[config.mk]
export PLATFORM = sky130hd
export DESIGN_NAME = fnc_flash_host
export DESIGN_NICKNAME = d
export VERILOG_FILES = /design/src/logic/fnc_pkg.sv /design/src/logic/fnc_flash_host.sv /design/src/logic/fnc_bus_cycle.sv
export SDC_FILE = /design/constraint.sdc
export NUM_CORES = 1
export LEC_CHECK = 0
export BUFFER_PORTS_ARGS = -buffer_cell sky130_fd_sc_hd__clkbuf_2
export CORE_MARGIN = 4
export CORE_UTILIZATION = 50
export DETAILED_ROUTE_END_ITERATION = 16
export PLACE_DENSITY = 0.71
export SKIP_CTS_REPAIR_TIMING = 1
export SLEW_MARGIN = 20
export SYNTH_ARGS = -nofsm -noshare
export SYNTH_HDL_FRONTEND = slang
export SYNTH_SLANG_ARGS = --single-unit
[constraint.sdc]
create_clock -name clk_sys -period 5.4 [get_ports clk_sys]
set_input_delay 0.54 -clock clk_sys [delete_from_list [all_inputs] [get_ports clk_sys]]
set_output_delay 0.54 -clock clk_sys [all_outputs]
set_load 0.01 [all_outputs]
[src/logic/fnc_pkg.sv]
package fnc_pkg;
  // Clock and timing.
  localparam int CLK_NS = 20;
  localparam int T_GLITCH_NS = 5;
  localparam int T_WP_NS = 35;
  localparam int T_ACC_NS = 70;
  localparam int T_BOOT_NS = 50000;
  localparam int GLITCH_CYC = (T_GLITCH_NS + CLK_NS - 1) / CLK_NS;
  localparam int WP_RAW = (T_WP_NS + CLK_NS - 1) / CLK_NS;
  localparam int WP_CYC = (WP_RAW > GLITCH_CYC) ? WP_RAW : GLITCH_CYC + 1;
  localparam int ACC_CYC = (T_ACC_NS + CLK_NS - 1) / CLK_NS;
  localparam int BOOT_CYC = (T_BOOT_NS + CLK_NS - 1) / CLK_NS;

  // Software register offsets.
  localparam logic [4:0] REG_CMD = 5'h00;
  localparam logic [4:0] REG_CFG = 5'h04;
  localparam logic [4:0] REG_ADDR = 5'h08;
  localparam logic [4:0] REG_WDATA = 5'h0C;
  localparam logic [4:0] REG_STATUS = 5'h10;
  localparam logic [4:0] REG_RDATA = 5'h14;

  // Field positions.
  localparam int CFG_WORD = 0;
  localparam int CFG_HV = 1;
  localparam int CFG_RESTORE = 2;
  localparam int ST_BUSY = 0;
  localparam int ST_REFUSED = 1;
  localparam int ST_ERASE = 2;
  localparam int ST_LOCKOUT = 3;
  localparam int ST_BOOT = 4;
  localparam int ST_SUSP = 5;
  localparam logic [2:0] CFG_RESET = 3'h1;

  // Command data values.
  localparam logic [15:0] D_UNLOCK1 = 16'h00AA;
  localparam logic [15:0] D_UNLOCK2 = 16'h0055;
  localparam logic [15:0] D_PROG = 16'h00A0;
  localparam logic [15:0] D_ERASE_SETUP = 16'h0080;
  localparam logic [15:0] D_CHIP = 16'h0010;
  localparam logic [15:0] D_SECTOR = 16'h0030;
  localparam logic [15:0] D_AUTOSEL = 16'h0090;
  localparam logic [15:0] D_RESET = 16'h00F0;
  localparam logic [15:0] D_SUSPEND = 16'h00B0;
  localparam logic [15:0] D_RESUME = 16'h0030;

  // Command addresses, word and byte forms.
  localparam logic [18:0] A_W_UNLOCK1 = 19'h00555;
  localparam logic [18:0] A_W_UNLOCK2 = 19'h002AA;
  localparam logic [18:0] A_B_UNLOCK1 = 19'h00AAA;
  localparam logic [18:0] A_B_UNLOCK2 = 19'h00555;
  localparam logic [18:0] A_W_PROT_OFS = 19'h00002;
  localparam logic [18:0] A_B_PROT_OFS = 19'h00004;
  localparam logic [18:0] A_W_SECT_MASK = 19'h3F000;
  localparam logic [18:0] A_B_SECT_MASK = 19'h7E000;

  typedef enum logic [3:0] {
    OP_READ = 4'h1,
    OP_RESET = 4'h2,
    OP_AUTOSEL = 4'h3,
    OP_PROG = 4'h4,
    OP_CHIP = 4'h5,
    OP_SECT = 4'h6,
    OP_SUSP = 4'h7,
    OP_RESUME = 4'h8,
    OP_VERIFY = 4'h9
  } fnc_op_e;

  typedef struct packed {
    logic [17:0] addr;
    logic [15:0] dqOut;
    logic [15:0] dqOe;
    logic ceN;
    logic oeN;
    logic weN;
    logic byteN;
    logic resetN;
    logic hvReq;
  } fnc_pins_s;

  typedef struct packed {
    logic isWrite;
    logic [18:0] addr;
    logic [15:0] data;
  } fnc_cyc_s;

  function automatic logic [2:0] opSteps(input logic [3:0] o);
    case (o)
      OP_AUTOSEL: opSteps = 3'd3;
      OP_PROG: opSteps = 3'd4;
      OP_VERIFY: opSteps = 3'd5;
      OP_CHIP, OP_SECT: opSteps = 3'd6;
      default: opSteps = 3'd1;
    endcase
  endfunction

  function automatic logic isMulti(input logic [3:0] o);
    isMulti = (opSteps(o) > 3'd1);
  endfunction

  // Builds cycle k of operation o from the software address ua and data ud.
  function automatic fnc_cyc_s stepCyc(input logic [3:0] o, input logic [2:0] k,
      input logic [18:0] ua, input logic [15:0] ud, input logic wm);
    fnc_cyc_s c;
    logic [18:0] u1;
    logic [18:0] u2;
    u1 = wm ? A_W_UNLOCK1 : A_B_UNLOCK1;
    u2 = wm ? A_W_UNLOCK2 : A_B_UNLOCK2;
    c.isWrite = 1'b1;
    c.addr = u1;
    c.data = D_UNLOCK1;
    if (!isMulti(o)) begin
      c.addr = ua;
      case (o)
        OP_READ: c.isWrite = 1'b0;
        OP_SUSP: c.data = D_SUSPEND;
        OP_RESUME: c.data = D_RESUME;
        default: c.data = D_RESET;
      endcase
    end else begin
      case (k)
        3'd1, 3'd4: begin
          c.addr = u2;
          c.data = D_UNLOCK2;
          if (o == OP_VERIFY && k == 3'd4) begin
            // Identify mode ends on an explicit reset write, or on reset or lockout, never on its own.
            c.addr = ua;
            c.data = D_RESET;
          end
        end
        3'd2: begin
          case (o)
            OP_PROG: c.data = D_PROG;
            OP_CHIP, OP_SECT: c.data = D_ERASE_SETUP;
            default: c.data = D_AUTOSEL;
          endcase
        end
        3'd3: begin
          if (o == OP_PROG) begin
            c.addr = ua;
            c.data = ud;
          end else if (o == OP_VERIFY) begin
            c.isWrite = 1'b0;
            c.addr = wm ? ((ua & A_W_SECT_MASK) | A_W_PROT_OFS)
                        : ((ua & A_B_SECT_MASK) | A_B_PROT_OFS);
          end
        end
        3'd5: begin
          if (o == OP_SECT) begin
            c.addr = ua;
            c.data = D_SECTOR;
          end else begin
            c.data = D_CHIP;
          end
        end
        default: c.data = D_UNLOCK1;
      endcase
    end
    return c;
  endfunction
endpackage

[src/logic/fnc_flash_host.sv]
// Implementation choices: strobed register access and the register offsets.
`timescale 1ns/1ps
module fnc_flash_host (
  // Clock and reset.
  input wire logic clk_sys,
  input wire logic rst,
  // Software register port.
  input wire logic [4:0] regAddr,
  input wire logic [31:0] regWdata,
  input wire logic regWr,
  input wire logic regRd,
  output logic [31:0] regRdata,
  // Flash pins.
  output fnc_pkg::fnc_pins_s flashPins,
  input wire logic [15:0] dqIn,
  input wire logic supplyLow
);
  typedef enum logic [3:0] {
    M_BOOT = 4'b0001,
    M_IDLE = 4'b0010,
    M_ISSUE = 4'b0100,
    M_WAIT = 4'b1000
  } fnc_main_e;

  fnc_main_e state, next_state;
  logic [11:0] bootCnt, next_bootCnt;
  logic [2:0] step, next_step;
  logic [3:0] op, next_op;
  logic [2:0] cfg, next_cfg;
  logic [18:0] userAddr, next_userAddr;
  logic [15:0] userData, next_userData;
  logic [15:0] rdata, next_rdata;
  logic refused, next_refused;
  logic eraseActive, next_eraseActive;
  logic chipErase, next_chipErase;
  logic suspended, next_suspended;
  logic cycStart, next_cycStart;
  fnc_pkg::fnc_cyc_s cycReq, next_cycReq;
  logic [31:0] next_regRdata;
  logic cycDone;
  logic [15:0] cycRd;
  logic cmdWr;
  logic [3:0] newOp;
  logic accept;

  fnc_bus_cycle u_cycle (
    .clk_sys(clk_sys),
    .rst(rst),
    .start(cycStart),
    .cyc(cycReq),
    .wordMode(cfg[fnc_pkg::CFG_WORD]),
    .hvReq(cfg[fnc_pkg::CFG_HV]),
    .restore(cfg[fnc_pkg::CFG_RESTORE]),
    .pins(flashPins),
    .done(cycDone),
    .rdData(cycRd),
    .dqIn(dqIn)
  );

  ////////////////////////////////////////////////////////////////////////////////
  assign cmdWr = regWr && (regAddr == fnc_pkg::REG_CMD);
  assign newOp = regWdata[3:0];

  // Refusals keep the flash out of states the device would silently ignore.
  always_comb begin
    accept = (state == M_IDLE) && (fnc_pkg::opSteps(newOp) != 3'd1 || newOp == fnc_pkg::OP_READ
      || newOp == fnc_pkg::OP_RESET || newOp == fnc_pkg::OP_SUSP
      || newOp == fnc_pkg::OP_RESUME);
    if (supplyLow && newOp != fnc_pkg::OP_READ) begin
      accept = 1'b0;
    end
    if (eraseActive && newOp != fnc_pkg::OP_READ && newOp != fnc_pkg::OP_SUSP) begin
      accept = 1'b0;
    end
    if (newOp == fnc_pkg::OP_SUSP && (!eraseActive || chipErase)) begin
      accept = 1'b0;
    end
    if (newOp == fnc_pkg::OP_RESUME && !suspended) begin
      accept = 1'b0;
    end
  end

  always_comb begin
    next_state = state;
    next_bootCnt = bootCnt;
    next_step = step;
    next_op = op;
    next_cfg = cfg;
    next_userAddr = userAddr;
    next_userData = userData;
    next_rdata = rdata;
    next_refused = refused;
    next_eraseActive = eraseActive;
    next_chipErase = chipErase;
    next_suspended = suspended;
    next_cycStart = 1'b0;
    next_cycReq = cycReq;
    if (regWr) begin
      case (regAddr)
        // Protect and unprotect runs are software's: it protects all other sectors first.
        fnc_pkg::REG_CFG: next_cfg = regWdata[2:0];
        fnc_pkg::REG_ADDR: next_userAddr = regWdata[18:0];
        fnc_pkg::REG_WDATA: next_userData = regWdata[15:0];
        fnc_pkg::REG_STATUS: begin
          if (regWdata[fnc_pkg::ST_ERASE]) begin
            next_eraseActive = 1'b0;
            next_chipErase = 1'b0;
          end
        end
        default: ;
      endcase
    end
    case (state)
      M_BOOT: begin
        next_bootCnt = bootCnt - 12'h001;
        if (bootCnt == 12'h001) begin
          next_state = M_IDLE;
        end
        if (cmdWr) begin
          next_refused = 1'b1;
        end
      end
      M_IDLE: begin
        if (cmdWr) begin
          next_refused = ~accept;
          if (accept) begin
            next_op = newOp;
            next_step = 3'd0;
            next_state = M_ISSUE;
          end
        end
      end
      M_ISSUE: begin
        next_cycReq = fnc_pkg::stepCyc(op, step, userAddr, userData, cfg[fnc_pkg::CFG_WORD]);
        next_cycStart = 1'b1;
        next_state = M_WAIT;
      end
      M_WAIT: begin
        if (cycDone) begin
          if (!cycReq.isWrite) begin
            next_rdata = cycRd;
          end
          if (supplyLow && op != fnc_pkg::OP_READ) begin
            // The device resets under lockout, so the sequence is dropped.
            next_refused = 1'b1;
            next_eraseActive = 1'b0;
            next_chipErase = 1'b0;
            next_suspended = 1'b0;
            next_state = M_IDLE;
          end else if (step == fnc_pkg::opSteps(op) - 3'd1) begin
            next_state = M_IDLE;
            case (op)
              fnc_pkg::OP_CHIP, fnc_pkg::OP_SECT, fnc_pkg::OP_RESUME: begin
                next_eraseActive = 1'b1;
                next_chipErase = (op == fnc_pkg::OP_CHIP);
                next_suspended = 1'b0;
              end
              fnc_pkg::OP_SUSP: begin
                next_eraseActive = 1'b0;
                next_suspended = 1'b1;
              end
              default: ;
            endcase
          end else begin
            next_step = step + 3'd1;
            next_state = M_ISSUE;
          end
        end
      end
      default: next_state = M_IDLE;
    endcase
  end

  always_comb begin
    next_regRdata = 32'h0000_0000;
    if (regRd) begin
      case (regAddr)
        fnc_pkg::REG_CFG: next_regRdata = {29'h0, cfg};
        fnc_pkg::REG_ADDR: next_regRdata = {13'h0, userAddr};
        fnc_pkg::REG_WDATA: next_regRdata = {16'h0, userData};
        fnc_pkg::REG_STATUS: next_regRdata = {26'h0, suspended, state == M_BOOT, supplyLow,
          eraseActive, refused, state != M_IDLE};
        fnc_pkg::REG_RDATA: next_regRdata = {16'h0, rdata};
        default: next_regRdata = 32'h0000_0000;
      endcase
    end
  end

  always_ff @(posedge clk_sys) begin
    if (rst) begin
      state <= M_BOOT;
      bootCnt <= 12'(fnc_pkg::BOOT_CYC);
      step <= 3'd0;
      op <= fnc_pkg::OP_READ;
      cfg <= fnc_pkg::CFG_RESET;
      userAddr <= 19'h00000;
      userData <= 16'h0000;
      rdata <= 16'h0000;
      refused <= 1'b0;
      eraseActive <= 1'b0;
      chipErase <= 1'b0;
      suspended <= 1'b0;
      cycStart <= 1'b0;
      cycReq <= '{isWrite: 1'b0, addr: 19'h00000, data: 16'h0000};
      regRdata <= 32'h0000_0000;
    end else begin
      state <= next_state;
      bootCnt <= next_bootCnt;
      step <= next_step;
      op <= next_op;
      cfg <= next_cfg;
      userAddr <= next_userAddr;
      userData <= next_userData;
      rdata <= next_rdata;
      refused <= next_refused;
      eraseActive <= next_eraseActive;
      chipErase <= next_chipErase;
      suspended <= next_suspended;
      cycStart <= next_cycStart;
      cycReq <= next_cycReq;
      regRdata <= next_regRdata;
    end
  end

  ////////////////////////////////////////////////////////////////////////////////
  chk_unlock_first_word: assert property (@(posedge clk_sys) disable iff (rst)
    (cycStart && fnc_pkg::isMulti(op) && step == 3'd0) |-> (cycReq.data == fnc_pkg::D_UNLOCK1
      ##2 !flashPins.weN))
    else $error("multi-cycle command did not open with the first unlock write");
  chk_unlock_second_word: assert property (@(posedge clk_sys) disable iff (rst)
    (cycStart && fnc_pkg::isMulti(op) && step == 3'd1) |-> cycReq.data == fnc_pkg::D_UNLOCK2)
    else $error("second cycle of a command was not the second unlock");
  chk_program_setup: assert property (@(posedge clk_sys) disable iff (rst)
    (cycStart && op == fnc_pkg::OP_PROG && step == 3'd3) |->
      (cycReq.addr == userAddr && cycReq.data == userData && $past(cycReq.data, 7)
       == fnc_pkg::D_PROG))
    else $error("program data write not preceded by the program setup value");
  chk_chip_final: assert property (@(posedge clk_sys) disable iff (rst)
    (cycStart && op == fnc_pkg::OP_CHIP && step == 3'd5) |-> cycReq.data == fnc_pkg::D_CHIP)
    else $error("chip erase sixth cycle carried the wrong value");
  chk_sector_final: assert property (@(posedge clk_sys) disable iff (rst)
    (cycStart && op == fnc_pkg::OP_SECT && step == 3'd5) |->
      (cycReq.data == fnc_pkg::D_SECTOR && cycReq.addr == userAddr))
    else $error("sector erase sixth cycle was not 30 at the sector address");
  chk_identify_cmd: assert property (@(posedge clk_sys) disable iff (rst)
    (cycStart && op == fnc_pkg::OP_AUTOSEL && step == 3'd2) |->
      cycReq.data == fnc_pkg::D_AUTOSEL)
    else $error("identify sequence third cycle was not 90");
  chk_suspend_single: assert property (@(posedge clk_sys) disable iff (rst)
    (cycStart && op == fnc_pkg::OP_SUSP) |-> (cycReq.data == fnc_pkg::D_SUSPEND
      && cycReq.isWrite && !chipErase))
    else $error("suspend issued with the wrong value or during chip erase");
  chk_verify_exit: assert property (@(posedge clk_sys) disable iff (rst)
    (cycStart && op == fnc_pkg::OP_VERIFY && step == 3'd4) |->
      (cycReq.data == fnc_pkg::D_RESET && $past(cycReq.isWrite, 7) == 1'b0))
    else $error("protect verify did not leave identify mode with a reset write");
  chk_hv_follows_cfg: assert property (@(posedge clk_sys) disable iff (rst)
    $rose(cfg[fnc_pkg::CFG_HV]) |-> ##1 flashPins.hvReq)
    else $error("elevated restore level request did not follow its control bit");
endmodule

[src/logic/fnc_bus_cycle.sv]
`timescale 1ns/1ps
module fnc_bus_cycle (
  // Clock and reset.
  input wire logic clk_sys,
  input wire logic rst,
  // Cycle request, pin outputs and completion.
  input wire logic start,
  input wire fnc_pkg::fnc_cyc_s cyc,
  input wire logic wordMode,
  input wire logic hvReq,
  input wire logic restore,
  output fnc_pkg::fnc_pins_s pins,
  output logic done,
  output logic [15:0] rdData,
  // Flash data input.
  input wire logic [15:0] dqIn
);
  typedef enum logic [3:0] {
    BC_IDLE = 4'b0001,
    BC_SETUP = 4'b0010,
    BC_STROBE = 4'b0100,
    BC_HOLD = 4'b1000
  } fnc_bc_e;

  fnc_bc_e state, next_state;
  logic [7:0] cnt, next_cnt;
  fnc_pkg::fnc_pins_s next_pins;
  logic next_done;
  logic [15:0] next_rdData;

  ////////////////////////////////////////////////////////////////////////////////
  always_comb begin
    next_state = state;
    next_cnt = cnt;
    next_pins = pins;
    next_done = 1'b0;
    next_rdData = rdData;
    next_pins.byteN = wordMode;
    next_pins.hvReq = hvReq;
    next_pins.resetN = ~restore;
    case (state)
      BC_IDLE: begin
        if (start) begin
          // Address and data settle a full cycle before the write strobe falls; reads drop chip select and output gate with the address.
          next_pins.addr = wordMode ? cyc.addr[17:0] : cyc.addr[18:1];
          next_pins.dqOut = wordMode ? cyc.data : {cyc.addr[0], 7'h00, cyc.data[7:0]};
          if (wordMode) begin
            next_pins.dqOe = cyc.isWrite ? 16'hFFFF : 16'h0000;
          end else begin
            next_pins.dqOe = cyc.isWrite ? 16'h80FF : 16'h8000;
          end
          next_pins.oeN = 1'b1;
          next_state = cyc.isWrite ? BC_SETUP : BC_STROBE;
          next_cnt = cyc.isWrite ? 8'(fnc_pkg::WP_CYC) : 8'(fnc_pkg::ACC_CYC);
          if (!cyc.isWrite) begin
            next_pins.ceN = 1'b0;
            next_pins.oeN = 1'b0;
          end
        end
      end
      BC_SETUP: begin
        next_pins.ceN = 1'b0;
        next_pins.weN = 1'b0;
        next_state = BC_STROBE;
      end
      BC_STROBE: begin
        next_cnt = cnt - 8'h01;
        if (cnt == 8'h01) begin
          // Rising strobes latch the data; reads sample at the access time.
          if (pins.oeN == 1'b0) begin
            next_rdData = wordMode ? dqIn : {8'h00, dqIn[7:0]};
          end
          next_pins.ceN = 1'b1;
          next_pins.weN = 1'b1;
          next_pins.oeN = 1'b1;
          next_state = BC_HOLD;
        end
      end
      BC_HOLD: begin
        next_pins.dqOe = wordMode ? 16'h0000 : 16'h8000;
        next_done = 1'b1;
        next_state = BC_IDLE;
      end
      default: next_state = BC_IDLE;
    endcase
  end

  always_ff @(posedge clk_sys) begin
    if (rst) begin
      state <= BC_IDLE;
      cnt <= 8'h00;
      pins <= '{addr: 18'h00000, dqOut: 16'h0000, dqOe: 16'h0000, ceN: 1'b1, oeN: 1'b1,
                weN: 1'b1, byteN: 1'b1, resetN: 1'b1, hvReq: 1'b0};
      done <= 1'b0;
      rdData <= 16'h0000;
    end else begin
      state <= next_state;
      cnt <= next_cnt;
      pins <= next_pins;
      done <= next_done;
      rdData <= next_rdData;
    end
  end

  ////////////////////////////////////////////////////////////////////////////////
  chk_write_pin_combo: assert property (@(posedge clk_sys) disable iff (rst)
    !pins.weN |-> (!pins.ceN && pins.oeN && pins.dqOe[0]))
    else $error("write strobe low without chip select low and output gate high");
  chk_write_strobe_width: assert property (@(posedge clk_sys) disable iff (rst)
    $fell(pins.weN) |-> (!pins.weN && !pins.ceN) [*2])
    else $error("write strobe pulse shorter than the glitch filter allows");
  chk_addr_held_strobe: assert property (@(posedge clk_sys) disable iff (rst)
    (!pins.ceN && !$past(pins.ceN)) |-> ($stable(pins.addr) && $stable(pins.dqOut)))
    else $error("address or data moved while chip select was low");
endmodule

==> impl_metrics.env <==
export IMPL_status="completed"
export IMPL_cp_start_kind="register"
export IMPL_ys_flop_type="dfxtp_1"
export IMPL_ys_async_sr_fraction=0
export IMPL_fin_util=0.576
export IMPL_nFillCells=1728
export IMPL_ys_ff_latch=209
export IMPL_crit_family="simple AND/OR/NAND/NOR gates"
export IMPL_syn_inst=1144
export IMPL_gp_congestion=0.912
export IMPL_period_needed_ns=2.80
export IMPL_nets=1277
export IMPL_power_leakage_nw=4.12
export IMPL_max_freq_mhz=358
export IMPL_syn_area_per_cell_um2=8.30
export IMPL_hpwl_um=16100
export IMPL_netlist_area_um2=9500
export IMPL_portBuffers=119
export IMPL_antenna_cells=0
export IMPL_grt_pass1_vias=7434
export IMPL_crit_buf_inv=0
export IMPL_grt_first_pass_wirelength_um=38300
export IMPL_min_path_type="in2reg"
export IMPL_drtPass1Iterations=7
export IMPL_drt_iter0_markers=728
export IMPL_worst_pin_slew_ns=1.06
export IMPL_cts_tree="yes"
export IMPL_vias_per_cell=5.54
export IMPL_cp_data_required_time_ns=5.80
export IMPL_start_util=0.508
export IMPL_htree_levels=1
export IMPL_setup_viol_count_final=0
export IMPL_grt_overflow=0
export IMPL_core_um2=18700
export IMPL_setup_tns_final_ns=0
export IMPL_dieArea_um2=21300
export IMPL_yosysWarnings=0
export IMPL_path_class="reg2reg"
export IMPL_vias=8070
export IMPL_maxCapViolCount=0
export IMPL_grt_start_max_net_pins=68
export IMPL_remaining_drc_errors=0
export IMPL_rsz0062_at_grt="false"
export IMPL_pin_count=146
export IMPL_cts_made_buffers=23
export IMPL_cts_reportedPaths_clkPinSlew_ns=0.06
export IMPL_synth_edf_count=0
export IMPL_relSlewSlack=0.290
export IMPL_crit_chain="xor2_1 -> nand2_1 -> o21ai_0 -> nand2b_1 -> ha_1 -> xnor2_1 -> or4_1 -> nand3_2 -> o21ai_2 -> nor2_4 -> mux2_2"
export IMPL_clk_latency_ns=0.51
export IMPL_antenna_left=0
export IMPL_ys_types=76
export IMPL_final_hold_violation_count=0
export IMPL_drv_slew=0
export IMPL_dieHeight_um=146
export IMPL_rows=50
export IMPL_ir_drop_mv=0.257
export IMPL_drive_above_1_share=0.164
export IMPL_finalClockSkew_ns=0.00846
export IMPL_root_buffer="clkbuf_16"
export IMPL_power_mw=3.33
export IMPL_crit_path_max_fanout=17
export IMPL_grt_use_total=0.212
export IMPL_wl_per_cell_um=16.1
export IMPL_wirelength_um=23500
export IMPL_cts_buffer_depth=3
export IMPL_worst_ep_arrival_time_ns=3.20
export IMPL_cpMaxStageDelayCell="dfxtp_1"
export IMPL_p_per_area_nw_per_um2=309
export IMPL_area_delta_synth_final_pct=13.4
export IMPL_cts_sinks=209
export IMPL_timing_final_crit_share=0.518
export IMPL_fp_dieW_um=146
export IMPL_grt_antenna_before_repair=0
export IMPL_critPathMaxStageDelay_ns=0.72
export IMPL_endpoint_kind="register"
export IMPL_ys_seq_area_frac=0.440
-- cell families (layout without fill, tap and decap cells) --
| group | count (synthesis) | after routing | share of synthesized area |
|---|---|---|---|
| fa+ha+maj | 14 | 14 | 0.0182 |
| xor+xnor | 18 | 18 | 0.0166 |
| simple gates | 470 | 470 | 0.238 |
| mux | 51 | 51 | 0.0543 |
| compound gates | 266 | 266 | 0.171 |
| flops | 209 | 209 | 0.440 |
| buf+inv | 115 | 182 | 0.0612 |
| other cells | 1 | 13 | 0.000395 |
-- layout by cell type (no fill, tap or decap), drive strengths merged, types with 11 or more instances in the layout --
cell type    n
clkbuf     151
conb        13
nand3       34
a211oi      30
a21oi      133
and2        12
nor2       118
nor3        17
dfxtp      209
nor4b       11
o21ai       34
inv         14
ha          13
xnor2       11
mux2i       47
nand2      216
-- registers in the layout, summed over array words and instances, names as in the netlist --
signal          flops
u_cycle.pins       43
cycReq             36
regRdata           19
userAddr           19
rdata              16
u_cycle.rdData     16
userData           16
bootCnt            12
u_cycle.cnt         8
op                  4
state               4
u_cycle.state       4
cfg                 3
step                3
chipErase           1
cycStart            1
eraseActive         1
refused             1
suspended           1
u_cycle.done        1
-- metrics by stage --
step | std cells | setup WS, ns | hold WS [ns] | instance area (um^2)
after floorplan | 1156 | 2.82 | 0.370 | 9550
after global placement | 1415 | 2.52 | 0.438 | 9970
after detailed placement | 1415 | 2.54 | 0.445 | 9970
after CTS | 1457 | 2.64 | 0.229 | 10800
after global routing | 1457 | 2.33 | 0.247 | 10800
final | 1457 | 2.60 | 0.249 | 10800
-- synthesized netlist by cell type (all sizes together), types with 10 or more instances --
master  count  share of area
a211oi     30          0.024
a21oi     133          0.070
a22oi      10         0.0079
and2       12         0.0079
and3       10         0.0076
buf        59          0.039
clkbuf     43          0.017
dfxtp     209           0.44
ha         13          0.017
inv        12         0.0047
mux2i      47          0.050
nand2     216          0.086
nand3      34          0.018
nor2      118          0.048
nor3       17         0.0095
nor4b      11          0.017
o21ai      34          0.018
xnor2      11          0.010
-- metal layers --
layer  routed length (um)  track usage  vias to the layer above
met5                    0            0                        -
met4                  619       0.0608                        0
met3                 1690       0.0436                       43
met2                10200        0.332                      234
met1                11000        0.297                     3728
li1                     -            -                     4065
-- where the power goes --
part | switching [mW] | internal (mW) | total (mW)
Combinational | 0.0990 | 0.0591 | 0.158
Sequential | 0.0202 | 1.56 | 1.58
Clock | 0.622 | 0.966 | 1.59
-- area by class of cell --
cell class,instances,area (um^2),area share
clock buffer,33,673,0.0625
multi-input combinational,832,4800,0.446
inverter,13,48.8,0.00453
timing repair buffer,127,658,0.0611
tap,234,293,0.0272
clock inverter,9,108,0.00999
sequential,209,4190,0.389
-- worst register-to-register path: cells and delay by family (launching register included) --
family                   cells  cell delay (ns)
flip-flops                   1             0.72
multiplexers                 1             0.34
AO/OA/AOI/OAI                2             0.18
adder cells (fa/ha/maj)      1             0.21
AND/OR/NAND/NOR              5             0.88
XOR/XNOR                     2             0.36
-- path summary, 6_finish.rpt --
check / startpoint / endpoint / slack, ns / cells after the start
max reg2reg: op[1] / step[0] / 2.60 / 11
min: dqIn[1] / u_cycle.rdData[1] / 0.25 / 3
min reg2reg: u_cycle.rdData[5] / rdata[5] / 0.45 / 2
max: op[1] / step[0] / 2.60 / 11
Power figures use the tool's default switching activity.
